<file path="src/common/rgc_pkg.sv">
// Package of constants and types for the reading gate command block.
package rgc_pkg;
  // ==========================================================
  // Command characters and reply characters.
  localparam logic [7:0] CH_OPEN  = 8'h2B; // '+'
  localparam logic [7:0] CH_CLOSE = 8'h2D; // '-'
  localparam logic [7:0] CH_O     = 8'h4F;
  localparam logic [7:0] CH_A     = 8'h41;
  localparam logic [7:0] CH_D     = 8'h44;
  localparam logic [7:0] CH_SP    = 8'h20;
  localparam logic [7:0] CH_TWO   = 8'h32;
  localparam logic [7:0] CH_QRY   = 8'h3F;
  localparam logic [7:0] CH_ZERO  = 8'h30;
  localparam logic [7:0] CH_ONE   = 8'h31;
  localparam logic [7:0] CH_IN    = 8'h49; // 'I'
  localparam logic [7:0] CH_PAS   = 8'h50; // 'P'
  localparam logic [7:0] CH_S     = 8'h53;
  localparam logic [7:0] CH_EQ    = 8'h3D;
  localparam logic [7:0] CH_SEMI  = 8'h3B;
  localparam logic [7:0] CH_CR    = 8'h0D;
  localparam logic [7:0] CH_GOOD  = 8'h47; // 'G'
  localparam logic [7:0] CH_FAIL  = 8'h4E; // 'N'
  localparam logic [3:0] QRY_LAST = 4'hC;
  localparam logic [3:0] RES_LAST = 4'h1;
  // ==========================================================
  // Register byte offsets and reset values.
  localparam logic [7:0] OFS_CTRL   = 8'h00;
  localparam logic [7:0] OFS_LIMIT  = 8'h04;
  localparam logic [7:0] OFS_STATUS = 8'h08;
  localparam logic [7:0] OFS_ISTAT  = 8'h0C;
  localparam logic [7:0] OFS_IMASK  = 8'h10;
  localparam logic [2:0] CTRL_RST   = 3'h0;
  localparam logic [31:0] LIMIT_RST = 32'h0000_0000;
  localparam int CTRL_INV   = 0;
  localparam int CTRL_MODE  = 1;
  localparam int INT_OPEN   = 0;
  localparam int INT_GOOD   = 1;
  localparam int INT_FAIL   = 2;
  // ==========================================================
  // Timing: one timeout tick per millisecond.
  localparam int CLK_KHZ    = 25000;
  localparam int TICK_MS    = 1;
  localparam int TICK_CYC   = CLK_KHZ * TICK_MS;
  // ==========================================================
  // Types.
  typedef enum logic [1:0] {
    PORT_OUT, PORT_IN, PORT_PASSIVE, PORT_RSVD
  } rgc_mode_e;
  typedef enum logic [2:0] {
    P_IDLE, P_O, P_ACT, P_DEACT
  } rgc_parse_e;
  typedef enum logic [1:0] {
    REP_NONE, REP_QRY, REP_RES
  } rgc_rep_e;
  typedef struct packed {
    logic       done;
    logic       hasCode;
    logic       same;
  } rgc_scan_s;
  typedef struct packed {
    logic [7:0] adr;
    logic       cyc;
    logic       stb;
    logic       we;
    logic [3:0] sel;
    logic [31:0] dat;
  } rgc_wb_s;
endpackage

</file>
<file path="src/verilog/rgc_gate.sv">
// Reading gate and switching output command interpreter.
//
// Overview of operation
// - Open command opens gate, starts decoding silently.
// - Gate stays open; close command or input.
// - Close gate when equal scans reach count.
// - Close gate when gate timeout expires.
// - Close gate after preset empty scan count.
// - Close command closes gate, emits read result.
// - Manual close without success emits failure result.
// - Activate command port 2 drives output active.
// - Logical state; inversion applied at pin.
// - Query replies port 1 and 2 states.
// - State chars: 0, 1, I, P.
`timescale 1ns/1ps
module rgc_gate
  import rgc_pkg::*;
#(
  parameter int TICK_CYCLES = rgc_pkg::TICK_CYC
) (
  // Clock and reset.
  input  wire logic             core_clk,
  input  wire logic             rstn,
  // Wishbone slave.
  input  wire rgc_pkg::rgc_wb_s wbIn,
  output logic                  wbAck,
  output logic [31:0]           wbDatO,
  // Command characters in, reply characters out.
  input  wire logic             rxValid,
  input  wire logic [7:0]       rxData,
  input  wire logic             txReady,
  output logic                  txValid,
  output logic [7:0]            txData,
  // Decoder.
  input  wire rgc_pkg::rgc_scan_s scan,
  output logic                  decodeEn,
  // Pins.
  input  wire logic             switchInOne,
  output logic                  switchOutTwo,
  // Interrupt.
  output logic                  irq
);
  import rgc_pkg::*;

  typedef struct packed {
    logic        gateOpen;
    logic        good;
    rgc_parse_e  pst;
    logic        out2;
    logic        pin2;
    logic [2:0]  ctrl;
    logic [31:0] limit;
    logic [2:0]  iStat;
    logic [2:0]  iMask;
    logic        ack;
    logic [31:0] dat;
    logic        irq;
    logic        txValid;
    logic [7:0]  txData;
    rgc_rep_e    rep;
    logic [3:0]  idx;
    logic [15:0] tick;
    logic [15:0] ms;
    logic [7:0]  eqCnt;
    logic [7:0]  emCnt;
    logic        swPrev;
  } rgc_state_s;

  rgc_state_s st;
  rgc_state_s next_st;
  logic       swIn;

  rgc_sync u_sync (
    .core_clk (core_clk),
    .rstn     (rstn),
    .din      (switchInOne),
    .dout     (swIn)
  );

  // ==========================================================
  // Reply characters.
  function automatic logic [7:0] portChar(rgc_mode_e m, logic v);
    unique case (m)
      PORT_IN:      portChar = CH_IN;
      PORT_PASSIVE: portChar = CH_PAS;
      default:      portChar = v ? CH_ONE : CH_ZERO;
    endcase
  endfunction

  function automatic logic [7:0] qryChar(logic [3:0] i, logic [7:0] a,
                                         logic [7:0] b);
    case (i)
      4'h0:    qryChar = CH_O;
      4'h1:    qryChar = CH_A;
      4'h2:    qryChar = CH_SP;
      4'h3:    qryChar = CH_S;
      4'h4:    qryChar = CH_ONE;
      4'h5:    qryChar = CH_EQ;
      4'h6:    qryChar = a;
      4'h7:    qryChar = CH_SEMI;
      4'h8:    qryChar = CH_S;
      4'h9:    qryChar = CH_TWO;
      4'hA:    qryChar = CH_EQ;
      4'hB:    qryChar = b;
      default: qryChar = CH_CR;
    endcase
  endfunction

  // ==========================================================
  // Next state.
  logic [7:0]  p1Char;
  logic [7:0]  p2Char;
  logic        busy;
  logic        wbReq;
  logic        wrStb;
  logic        cmdOpen;
  logic        cmdClose;
  logic        cmdQry;
  logic        tickHit;
  logic        eqHit;
  logic        emHit;
  logic        toHit;
  logic        swHit;
  logic        closing;
  logic        closeGood;
  logic [2:0]  ev;
  logic [7:0]  eqNext;

  always_comb begin
    next_st  = st;
    p1Char   = portChar(rgc_mode_e'(st.ctrl[CTRL_MODE +: 2]), 1'b0);
    p2Char   = portChar(PORT_OUT, st.out2);
    busy     = st.rep != REP_NONE;
    wbReq    = wbIn.cyc && wbIn.stb && !st.ack;
    wrStb    = wbReq && wbIn.we;
    cmdOpen  = 1'b0;
    cmdClose = 1'b0;
    cmdQry   = 1'b0;
    ev       = 3'h0;

    // Command parser.
    if (rxValid) begin
      next_st.pst = P_IDLE;
      unique case (st.pst)
        P_IDLE: begin
          cmdOpen  = rxData == CH_OPEN;
          cmdClose = rxData == CH_CLOSE;
          if (rxData == CH_O) begin
            next_st.pst = P_O;
          end
        end
        P_O: begin
          if (rxData == CH_A) begin
            next_st.pst = P_ACT;
          end else if (rxData == CH_D) begin
            next_st.pst = P_DEACT;
          end
        end
        P_ACT: begin
          if (rxData == CH_SP) begin
            next_st.pst = P_ACT;
          end else if (rxData == CH_TWO) begin
            next_st.out2 = 1'b1;
          end else if (rxData == CH_QRY) begin
            cmdQry = 1'b1;
          end
        end
        P_DEACT: begin
          if (rxData == CH_SP) begin
            next_st.pst = P_DEACT;
          end else if (rxData == CH_TWO) begin
            next_st.out2 = 1'b0;
          end
        end
        default: next_st.pst = P_IDLE;
      endcase
    end

    // Scan counters, timeout tick and closing conditions.
    tickHit = st.tick >= 16'(TICK_CYCLES - 1);
    eqNext  = (scan.same && st.eqCnt != 8'hFF) ? st.eqCnt + 8'h01 : 8'h01;
    eqHit   = scan.done && scan.hasCode && st.limit[7:0] != 8'h00
              && eqNext >= st.limit[7:0];
    emHit   = scan.done && !scan.hasCode && st.limit[15:8] != 8'h00
              && st.emCnt + 8'h01 >= st.limit[15:8];
    toHit   = tickHit && st.limit[31:16] != 16'h0000
              && st.ms + 16'h0001 >= st.limit[31:16];
    swHit   = rgc_mode_e'(st.ctrl[CTRL_MODE +: 2]) == PORT_IN
              && swIn != st.swPrev;
    next_st.swPrev = swIn;
    closing   = st.gateOpen && (cmdClose || eqHit || emHit || toHit
                                || swHit);
    closeGood = eqHit;

    if (st.gateOpen) begin
      next_st.tick = tickHit ? 16'h0000 : st.tick + 16'h0001;
      if (tickHit) begin
        next_st.ms = st.ms + 16'h0001;
      end
      if (scan.done) begin
        next_st.eqCnt = scan.hasCode ? eqNext : st.eqCnt;
        next_st.emCnt = scan.hasCode ? 8'h00 : st.emCnt + 8'h01;
      end
    end

    if (closing) begin
      next_st.gateOpen = 1'b0;
      next_st.good     = closeGood;
      ev[INT_GOOD]     = closeGood;
      ev[INT_FAIL]     = !closeGood;
    end else if (cmdOpen && !st.gateOpen) begin
      // Reopening an open gate would restart its timeout.
      next_st.gateOpen = 1'b1;
      next_st.good     = 1'b0;
      next_st.tick     = 16'h0000;
      next_st.ms       = 16'h0000;
      next_st.eqCnt    = 8'h00;
      next_st.emCnt    = 8'h00;
      ev[INT_OPEN]     = 1'b1;
    end

    // Reply sequencer; a result outranks a query that meets it.
    if (st.txValid && txReady) begin
      next_st.txValid = 1'b0;
      if ((st.rep == REP_QRY && st.idx == QRY_LAST)
          || (st.rep == REP_RES && st.idx == RES_LAST)) begin
        next_st.rep = REP_NONE;
      end else begin
        next_st.idx = st.idx + 4'h1;
      end
    end
    if (!busy && closing) begin
      next_st.rep = REP_RES;
      next_st.idx = 4'h0;
    end else if (!busy && cmdQry) begin
      next_st.rep = REP_QRY;
      next_st.idx = 4'h0;
    end
    if (next_st.rep != REP_NONE && !next_st.txValid) begin
      next_st.txValid = 1'b1;
      next_st.txData  = next_st.rep == REP_RES
                        ? (next_st.idx == 4'h0
                           ? (next_st.good ? CH_GOOD : CH_FAIL)
                           : CH_CR)
                        : qryChar(next_st.idx, p1Char, p2Char);
    end

    // Wishbone register file.
    next_st.ack = wbReq;
    next_st.dat = 32'h0000_0000;
    if (wbReq) begin
      case (wbIn.adr)
        OFS_CTRL:   next_st.dat = {29'h0, st.ctrl};
        OFS_LIMIT:  next_st.dat = st.limit;
        OFS_STATUS: next_st.dat = {29'h0, st.good, st.out2, st.gateOpen};
        OFS_ISTAT:  next_st.dat = {29'h0, st.iStat};
        OFS_IMASK:  next_st.dat = {29'h0, st.iMask};
        default:    next_st.dat = 32'h0000_0000;
      endcase
    end
    if (wrStb && wbIn.sel[0]) begin
      if (wbIn.adr == OFS_CTRL) begin
        next_st.ctrl = wbIn.dat[2:0];
      end
      if (wbIn.adr == OFS_IMASK) begin
        next_st.iMask = wbIn.dat[2:0];
      end
    end
    if (wrStb && wbIn.adr == OFS_LIMIT) begin
      for (int b = 0; b < 4; b++) begin
        if (wbIn.sel[b]) begin
          next_st.limit[8*b +: 8] = wbIn.dat[8*b +: 8];
        end
      end
    end
    // Hardware set beats a write-one clear in the same cycle.
    if (wrStb && wbIn.sel[0] && wbIn.adr == OFS_ISTAT) begin
      next_st.iStat = st.iStat & ~wbIn.dat[2:0];
    end
    next_st.iStat = next_st.iStat | ev;
    next_st.irq   = |(next_st.iStat & next_st.iMask);
    next_st.pin2  = next_st.out2 ^ next_st.ctrl[CTRL_INV];
  end

  always_ff @(posedge core_clk or negedge rstn) begin
    if (!rstn) begin
      st       <= '0;
      st.pst   <= P_IDLE;
      st.rep   <= REP_NONE;
      st.ctrl  <= CTRL_RST;
      st.limit <= LIMIT_RST;
    end else begin
      st <= next_st;
    end
  end

  assign wbAck        = st.ack;
  assign wbDatO       = st.dat;
  assign txValid      = st.txValid;
  assign txData       = st.txData;
  assign decodeEn     = st.gateOpen;
  assign switchOutTwo = st.pin2;
  assign irq          = st.irq;

  // ==========================================================
  // Assertions.
  property p_open;
    @(posedge core_clk) disable iff (!rstn)
    (rxValid && st.pst == P_IDLE && rxData == CH_OPEN && !closing)
      |=> st.gateOpen;
  endproperty
  a_open: assert property (p_open)
    else $error("gate did not open");

  property p_stay;
    @(posedge core_clk) disable iff (!rstn)
    (st.gateOpen && !closing) |=> st.gateOpen;
  endproperty
  a_stay: assert property (p_stay)
    else $error("gate closed without cause");

  property p_eq;
    @(posedge core_clk) disable iff (!rstn)
    (st.gateOpen && eqHit) |=> (!st.gateOpen && st.good);
  endproperty
  a_eq: assert property (p_eq)
    else $error("equal scans did not close gate");

  property p_to;
    @(posedge core_clk) disable iff (!rstn)
    (st.gateOpen && toHit) |=> !st.gateOpen;
  endproperty
  a_to: assert property (p_to)
    else $error("timeout did not close gate");

  property p_em;
    @(posedge core_clk) disable iff (!rstn)
    (st.gateOpen && emHit) |=> !st.gateOpen;
  endproperty
  a_em: assert property (p_em)
    else $error("empty scans did not close gate");

  property p_res;
    @(posedge core_clk) disable iff (!rstn)
    (closing && !busy) |=> (st.rep == REP_RES && st.txValid);
  endproperty
  a_res: assert property (p_res)
    else $error("no result after close");

  property p_fail;
    @(posedge core_clk) disable iff (!rstn)
    (closing && !busy && !eqHit) |=> (st.txData == CH_FAIL);
  endproperty
  a_fail: assert property (p_fail)
    else $error("manual close did not report failure");

  property p_out2;
    @(posedge core_clk) disable iff (!rstn)
    (rxValid && st.pst == P_ACT && rxData == CH_TWO) |=> st.out2;
  endproperty
  a_out2: assert property (p_out2)
    else $error("output two not activated");

  property p_inv;
    @(posedge core_clk) disable iff (!rstn)
    switchOutTwo == (st.out2 ^ st.ctrl[CTRL_INV]);
  endproperty
  a_inv: assert property (p_inv)
    else $error("pin does not follow logic and inversion");

  property p_qry;
    @(posedge core_clk) disable iff (!rstn)
    (cmdQry && !busy && !closing) |=> (st.txData == CH_O && st.txValid);
  endproperty
  a_qry: assert property (p_qry)
    else $error("query reply did not start");

  property p_sep;
    @(posedge core_clk) disable iff (!rstn)
    (st.rep == REP_QRY && st.idx == 4'h7 && st.txValid)
      |-> st.txData == CH_SEMI;
  endproperty
  a_sep: assert property (p_sep)
    else $error("bad query separator");

  property p_keep;
    @(posedge core_clk) disable iff (!rstn)
    (st.gateOpen && cmdOpen && !tickHit && !closing)
      |=> st.tick == $past(st.tick) + 16'h0001;
  endproperty
  a_keep: assert property (p_keep)
    else $error("reopen restarted the timeout");

  property p_ack;
    @(posedge core_clk) disable iff (!rstn)
    st.ack |=> !st.ack;
  endproperty
  a_ack: assert property (p_ack)
    else $error("ack held longer than one cycle");

  c_open: cover property (@(posedge core_clk) disable iff (!rstn)
    st.gateOpen ##[1:50] !st.gateOpen);
  c_good: cover property (@(posedge core_clk) disable iff (!rstn)
    st.gateOpen && eqHit);
  c_qry: cover property (@(posedge core_clk) disable iff (!rstn)
    st.rep == REP_QRY && st.idx == QRY_LAST);
  c_irq: cover property (@(posedge core_clk) disable iff (!rstn)
    irq);
endmodule

</file>
<file path="src/verilog/rgc_sync.sv">
// Two flip-flop synchroniser for one asynchronous level.
`timescale 1ns/1ps
module rgc_sync (
  // Clock and reset.
  input  wire logic core_clk,
  input  wire logic rstn,
  // Level.
  input  wire logic din,
  output logic      dout
);
  logic stage1;

  // The first stage feeds only the second stage.
  always_ff @(posedge core_clk or negedge rstn) begin
    if (!rstn) begin
      stage1 <= 1'b0;
      dout   <= 1'b0;
    end else begin
      stage1 <= din;
      dout   <= stage1;
    end
  end
endmodule
</file>
<file path="config.mk">
export PLATFORM = sky130hd
export DESIGN_NAME = rgc_gate
export DESIGN_NICKNAME = d
export VERILOG_FILES = /design/src/common/rgc_pkg.sv /design/src/verilog/rgc_gate.sv /design/src/verilog/rgc_sync.sv
export SDC_FILE = /design/constraint.sdc
export NUM_CORES = 1
export LEC_CHECK = 0
export ABC_AREA = 1
export BUFFER_PORTS_ARGS = -buffer_cell sky130_fd_sc_hd__buf_2
export CAP_MARGIN = 20
export CORE_MARGIN = 2
export CORE_UTILIZATION = 40
export CTS_BUF_LIST = sky130_fd_sc_hd__clkbuf_8
export DETAILED_ROUTE_END_ITERATION = 10
export GPL_TIMING_DRIVEN = 0
export REMOVE_ABC_BUFFERS = 1
export SETUP_SLACK_MARGIN = 0.15
export SYNTH_ARGS = -nofsm -noshare
export SYNTH_HDL_FRONTEND = slang
export SYNTH_SLANG_ARGS = --single-unit
export TNS_END_PERCENT = 30
</file>
<file path="constraint.sdc">
create_clock -name core_clk -period 6.8 [get_ports core_clk]
set_input_delay 0.68 -clock core_clk [delete_from_list [all_inputs] [get_ports core_clk]]
set_output_delay 0.68 -clock core_clk [all_outputs]
set_load 0.05 [all_outputs]
</file>
After elaboration in Yosys (flattened, before gate mapping)
Index checks and enable logic that the tools add are counted.
{"block": "totals", "inputBits": 63, "regBits": 148, "elab_cells": 183}
{"block": "classes", "addsub": 5, "bitwise_logic": 5, "order_cmp": 4, "reduce_logical": 52, "mux": 55, "eq_ne": 35}
{"cell": "$pmux 32 s5", "count": 1}
{"cell": "$mux 48", "count": 3}
{"cell": "$pmux 8 s10", "count": 1}
{"cell": "$mux 16", "count": 3}
{"cell": "$eq 8x6->1 const B", "count": 5}
{"cell": "$add 16x1->16 const B", "count": 2}
{"cell": "$mux 32", "count": 1}
{"cell": "$mux 8", "count": 4}
{"cell": "$eq 8x7->1 const B", "count": 3}
{"cell": "$logic_and 1x1->1", "count": 24}
{"cell": "$mux 1", "count": 21}
{"cell": "$eq 4x4->1 const B", "count": 5}
{"cell": "$mux 6", "count": 3}
{"cell": "$add 8x1->8 const B", "count": 2}
{"cell": "$eq 4x3->1 const B", "count": 4}
{"cell": "$eq 8x4->1 const B", "count": 2}
{"cell": "$ge 16x15->1 const B", "count": 1}
{"cell": "$ge 16x16->1", "count": 1}
{"cell": "$ge 8x8->1", "count": 2}
{"cell": "$mux 2", "count": 8}
{"cell": "$reduce_bool 16->1", "count": 1}
{"cell": "$reduce_bool 8->1", "count": 2}
{"cell": "$pmux 7 s2", "count": 1}
{"cell": "$reduce_and 2->1", "count": 5}
{"cell": "29 further kinds", "count": 51}

Depth between registers and ports, before layout
{"block": "depth", "depth_word": 17, "depth_mapped": 30, "mapped_depth_nobuf": 29}

Cells and area by module
Synthesis repeated with hierarchy kept, for this count alone.
{"block": "unflattened", "cells_unflattened": 1044, "hier_area_um2": 8286.7}
{"module": "rgc_gate", "seq_area_each_um2": 3603.5, "area_per_inst_um2": 8236.6, "instances": 1, "cells_per_inst": 1042}
{"module": "rgc_sync", "seq_area_each_um2": 50.0, "area_per_inst_um2": 50.0, "instances": 1, "cells_per_inst": 2}

Least setup slack after synthesis
No wires, ideal clock.
{"block": "synth_timing", "kind": "register -> register", "from": "reg st[17] (netlist name)", "to": "reg st (netlist bit txData[3])", "synth_period_minus_slack_ps": 3177, "path_stages_with_launch": 26, "arrival_time_ps": 3060, "setup_slack_ps": 3623, "path_cell_list": "dfrtp_1 nand3_1 nand3b_1 nor2_1 nand4_1 nor2_1 nand3_1 nor2_1 nand2_1 xnor2_1 ha_1 a21oi_1 o21ai_0 a21oi_1 nand2_1 nand2_1 nand3_2 nand3_2 buf_6 o21ai_2 nand2_1 inv_1 nor2_2 nand3_1 nand2_1 nand2_1"}
{"block": "synth_between", "elab_chain_len": 12, "elab_cells_between_ends": 30, "cone_classes": "add/sub: 1; order compare: 1; eq/ne: 12; mux: 6; reduce/logical: 10"}
{"element": "from (decl)", "line": "rgc_gate.sv:69", "text": "rgc_state_s st;"}
{"element": "from (signal assigned)", "line": "rgc_gate.sv:293", "text": "st <= next_st;"}
{"element": "$add 16x1->16 (*)", "line": "rgc_gate.sv:187", "text": "&& st.ms + 16'h0001 >= st.limit[31:16];"}
{"element": "$ge 16x16->1 (*)", "line": "rgc_gate.sv:187"}
{"element": "$logic_and 1x1->1 (*)", "line": "rgc_gate.sv:187"}
{"element": "$logic_or 1x1->1 (*)", "line": "rgc_gate.sv:191", "text": "closing = st.gateOpen && (cmdClose || eqHit || emHit || toHit"}
{"element": "$logic_or 1x1->1 (*)", "line": "rgc_gate.sv:192", "text": "|| swHit);"}
{"element": "$logic_and 1x1->1 (*)", "line": "rgc_gate.sv:191"}
{"element": "$logic_and 1x1->1", "line": "rgc_gate.sv:232", "text": "if (!busy && closing) begin"}
{"element": "$mux 6", "line": "rgc_gate.sv:232"}
{"element": "$eq 4x4->1, or another cell as far along", "line": "rgc_gate.sv:92", "text": "case (i)"}
{"element": "$reduce_or 2->1 (no line)"}
{"element": "$pmux 8 s10", "line": "rgc_gate.sv:92"}
{"element": "$mux 8", "line": "rgc_gate.sv:242", "text": "? (next_st.idx == 4'h0"}
Mark *: on every way between the ends. The rest lies on a longest branch, timed or not.
A chain may end at the register's enable or synchronous reset.

==> key figures <==
Timing
  • Tightest Pin Transition: between 0.9 and 1 ns
  • Max Fclk: 230 MHz
  • RSZ-0062 raised after global routing: no
  • Slew Limit Fails: 0
  • Setup violators final: 0
  • Final setup TNS: 0 ns
  • Clock skew: between 0.01 and 0.015 ns
  • Max_slew headroom: a little over a third
  • Final period util: ~64%
  • Hold Violations, Final: 0
  • Minimum clock period: roughly 4.3 ns

Finish
  • Final #Nets: between 1k and 1.5k
  • Fill count: between 2k and 2.5k
  • Layout area overhead: 12.2%
  • Proportion of layout cells with a drive suffix above 1: about 16%
  • Ant. Diodes: 0

Power
  • PwrDens: roughly 230 nW/µm²
  • Final Total Pwr: approximately 0.0021 W
  • Switching share of total power: between 30% and 40%
  • Int Pwr: around 0.0015 W
  • Switch Pwr: 0.000666 W
  • Static Leak: 4.94 nW
  • Clock power frac: roughly a third
  • Comb pwr share: between 20 and 25%
  • Worst ir drop on vdd: around 0.13 mV
  • Reg power frac: around 46%

Critical path
  • Critical path's largest stage delay: roughly 0.7 ns
  • Crit-path max FO: 14
  • CP max stage cell: o21ai_1
  • Critical path type: register to register
  • R2R Setup Slk: about 2.5 ns
  • CP bufs+invs: 0
  • Setup crit start kind: register
  • Crit end category: register
  • CP required: around 7 ns
  • Most frequent CP cell: nand2_1
  • CP top delay family: simple AND/OR/NAND/NOR gates
  • Worst Path Arrival: about 4.7 ns
  • CP cell instances: nand3_1 -> nand3b_1 -> nor2_1 -> nand4_1 -> nor2_1 -> nand3_1 -> nor2_1 -> nand2_1 -> xnor2_1 -> ha_1 -> a21oi_1 -> o21ai_0 -> a21oi_1 -> nand2_1 -> nand2_1 -> nand3_2 -> nand3_2 -> nand2_1 -> o21ai_1 -> nor3_2 -> o21ai_0 -> nand2_1

Clock tree
  • Post CTS Setup Buffer Count: 0
  • CTS tree: done
  • Total clock buffers created by CTS: 17
  • CTS root buffer: clkbuf_8
  • Clk Latency, worst-skew pair: approximately 0.45 ns
  • Post-cts sizing count: 0
  • Clock Sink Count: about 150
  • Htree depth: 4
  • Max clock buf depth: 2
  • Hold-fix buffers, CTS: 0
  • Clk pin slew, worst setup/hold paths: ~0.09 ns

Routing
  • Drt wl/cell: approximately 14 µm
  • Drt first-iter violations: 389
  • Routed WL: around 19 mm
  • Via/cell ratio: roughly 4.8
  • Vias: roughly 6.7k
  • DRC viols: 0
  • Antenna-violating nets left: 0
  • TritonRoute pass-1 iters: 5

Global route
  • Vias in the first global route: approximately 6.5k
  • Busiest grt layer: met2
  • First-pass GRT wire length: ~32 mm
  • GR Util met1: 25.3%
  • Gr ovfl total: 0
  • M3 GR Usage: under 10%
  • Met2 Use GR: 28.9%
  • Tot GR Track Use: 18.1%
  • Initial antenna violation count: 0
  • Largest net degree at the start of global routing: 75

Synthesis
  • Sequential-to-total area share from yosys stat: around 44%
  • Cell variety after synth: 48
  • Post-synth top flop: dfrtp_1
  • Post-synthesis average cell area: 7.94 µm²
  • Seq cells post-synth: 146
  • Post-synth EDFFs: 0
  • Synth Warn #: 0
  • Ys async rst share: 100%
  • Cells after Synth: slightly above 1k
  • Post-synthesis cell area: 8250 µm²

Floorplanning
  • DIE AREA: between 20000 and 25000 µm²
  • # IOs: between 100 and 150
  • Die X: roughly 150 µm
  • Die extent in y: between 100 and 150 µm
  • Initial Utilization: roughly two fifths
  • # rows: 52
  • Core area: about 20000 µm²

Outcome
  • Outcome: completed

Place
  • HPWL Detailed: around 14 mm
  • IO Port Bufs: around 110
  • GP Congestion: 0.827

Min path
  • Class of the worst hold path: input pin to async pin

Run
  • Max-Cap Viols: 0
==> final cells by class <==
type	count	area (µm²)	share of cell area, %
clock buffers	19	262	2.83
flip-flops and latches	146	3650	39.5
multi-input cells	688	3670	39.7
well taps	270	338	3.65
repair buffers	112	626	6.76
clock inverters	13	158	1.70
inverters	144	541	5.84
==> per-stage QoR <==
step,cells,hold WS (ns),cell area (µm²),worst slack [ns],util (%)
6_report,1392,0.267,9250,2.46,45.7
5_1_grt,1392,0.277,9250,1.96,45.7
4_1_cts,1391,0.268,9220,2.44,45.6
3_5_place_dp,1359,0.384,8800,2.44,43.5
3_3_place_gp,1354,0.380,8720,0.914,43.1
2_1_floorplan,978,0.331,7860,3.08,-
==> worst register-to-register path: cells and delay by family (launching register included) <==
family / cells / cell delay, ns
adder cells (fa/ha/maj): 1 / 0.29
AO/OA/AOI/OAI: 5 / 1.25
flip-flops: 1 / 0.42
XOR/XNOR: 1 / 0.19
AND/OR/NAND/NOR: 15 / 2.11
==> final timing paths <==
kind                        startpoint             to  depth (start not counted)
hold / removal                    rstn     wbDatO[12]                          1
max in group asynchronous         rstn        st[135]                          2
min in group core_clk      switchInOne  u_sync.stage1                          1
setup / recovery                st[17]      txData[1]                         22
hold reg to reg            u_sync.dout          st[0]                          0
setup reg to reg                st[17]      txData[1]                         22
==> state kept, by name (all words and copies together), names as in the netlist <==
name and flops:
decodeEn 1, irq 1, st 100, switchOutTwo 1, txData 7, txValid 1
u_sync.dout 1, u_sync.stage1 1, wbAck 1, wbDatO 32
==> placed cells by master (no fill, tap or decap), drive strengths merged, types with 3 or more instances in the layout <==
| cell | n |
|---|---|
| a211oi | 5 |
| nand2 | 212 |
| nor4 | 12 |
| xnor2 | 5 |
| dfrtp | 146 |
| buf | 112 |
| a21oi | 80 |
| nor3 | 57 |
| nor2 | 134 |
| o21ai | 40 |
| nand3b | 7 |
| ha | 41 |
| xor2 | 19 |
| clkinvlp | 3 |
| nand4 | 15 |
| clkinv | 6 |
| clkbuf | 19 |
| nand3 | 35 |
| a31oi | 3 |
| a221oi | 3 |
| nor3b | 4 |
| bufinv | 3 |
| inv | 145 |
==> synthesized netlist by cell type, types with 2 or more instances <==
library cell / n / area, µm²
a211oi_1: 5 / 37.5
a21oi_1: 78 / 390
a21oi_2: 2 / 17.5
a221oi_1: 3 / 26.3
a22o_1: 2 / 17.5
a31oi_1: 3 / 18.8
and3_1: 2 / 12.5
buf_2: 3 / 15.0
buf_4: 41 / 308
clkbuf_1: 14 / 52.6
clkinv_1: 2 / 7.51
dfrtp_1: 146 / 3650
ha_1: 41 / 513
inv_1: 136 / 510
inv_2: 6 / 22.5
nand2_1: 210 / 788
nand2_2: 2 / 12.5
nand3_1: 32 / 160
nand3_2: 3 / 30.0
nand3b_1: 7 / 52.6
nand4_1: 15 / 93.8
nor2_1: 129 / 484
nor2_2: 4 / 25.0
nor3_1: 51 / 255
nor3_2: 5 / 50.1
nor3b_1: 4 / 30.0
nor4_1: 9 / 56.3
nor4_4: 2 / 42.5
o211ai_1: 2 / 15.0
o21a_1: 2 / 15.0
o21ai_0: 33 / 165
o21ai_1: 5 / 25.0
o21ai_2: 2 / 17.5
xnor2_1: 5 / 43.8
xor2_1: 19 / 166
==> metal layers <==
layer  share of wire (%)  up-vias
met5                   0        -
met4                0.79        0
met3                 3.5       12
met2                  47      114
met1                  49     3131
li1                    -     3454
==> power by group through the flow <==
| stage | sequential (W) | clock [W] | combinational, W |
|---|---|---|---|
| finish | 0.000965 | 0.000727 | 0.000430 |
| global route | 0.000974 | 0.000785 | 0.000497 |
| CTS | 0.000965 | 0.000748 | 0.000434 |
| detailed placement | 0.000980 | 0 | 0.000432 |
| global placement | 0.000981 | 0 | 0.000420 |
| floorplan | 0.00100 | 0 | 0.000285 |
==> kinds of logic (layout without fill, tap and decap cells) <==
kind of cell | after synthesis | after routing | share of synthesized area, %
and+or+nand+nor | 479 | 479 | 25.9
buffers and inverters | 204 | 288 | 11.3
DFF | 146 | 146 | 44.3
AOI/OAI and AO/OA | 142 | 142 | 9.50
adders and majority gates | 41 | 41 | 6.22
xor gates and xnor gates | 24 | 24 | 2.55
other | 1 | 1 | 0.0455
muxes | 1 | 1 | 0.137
No activity file was read; power rests on OpenSTA's default activity.
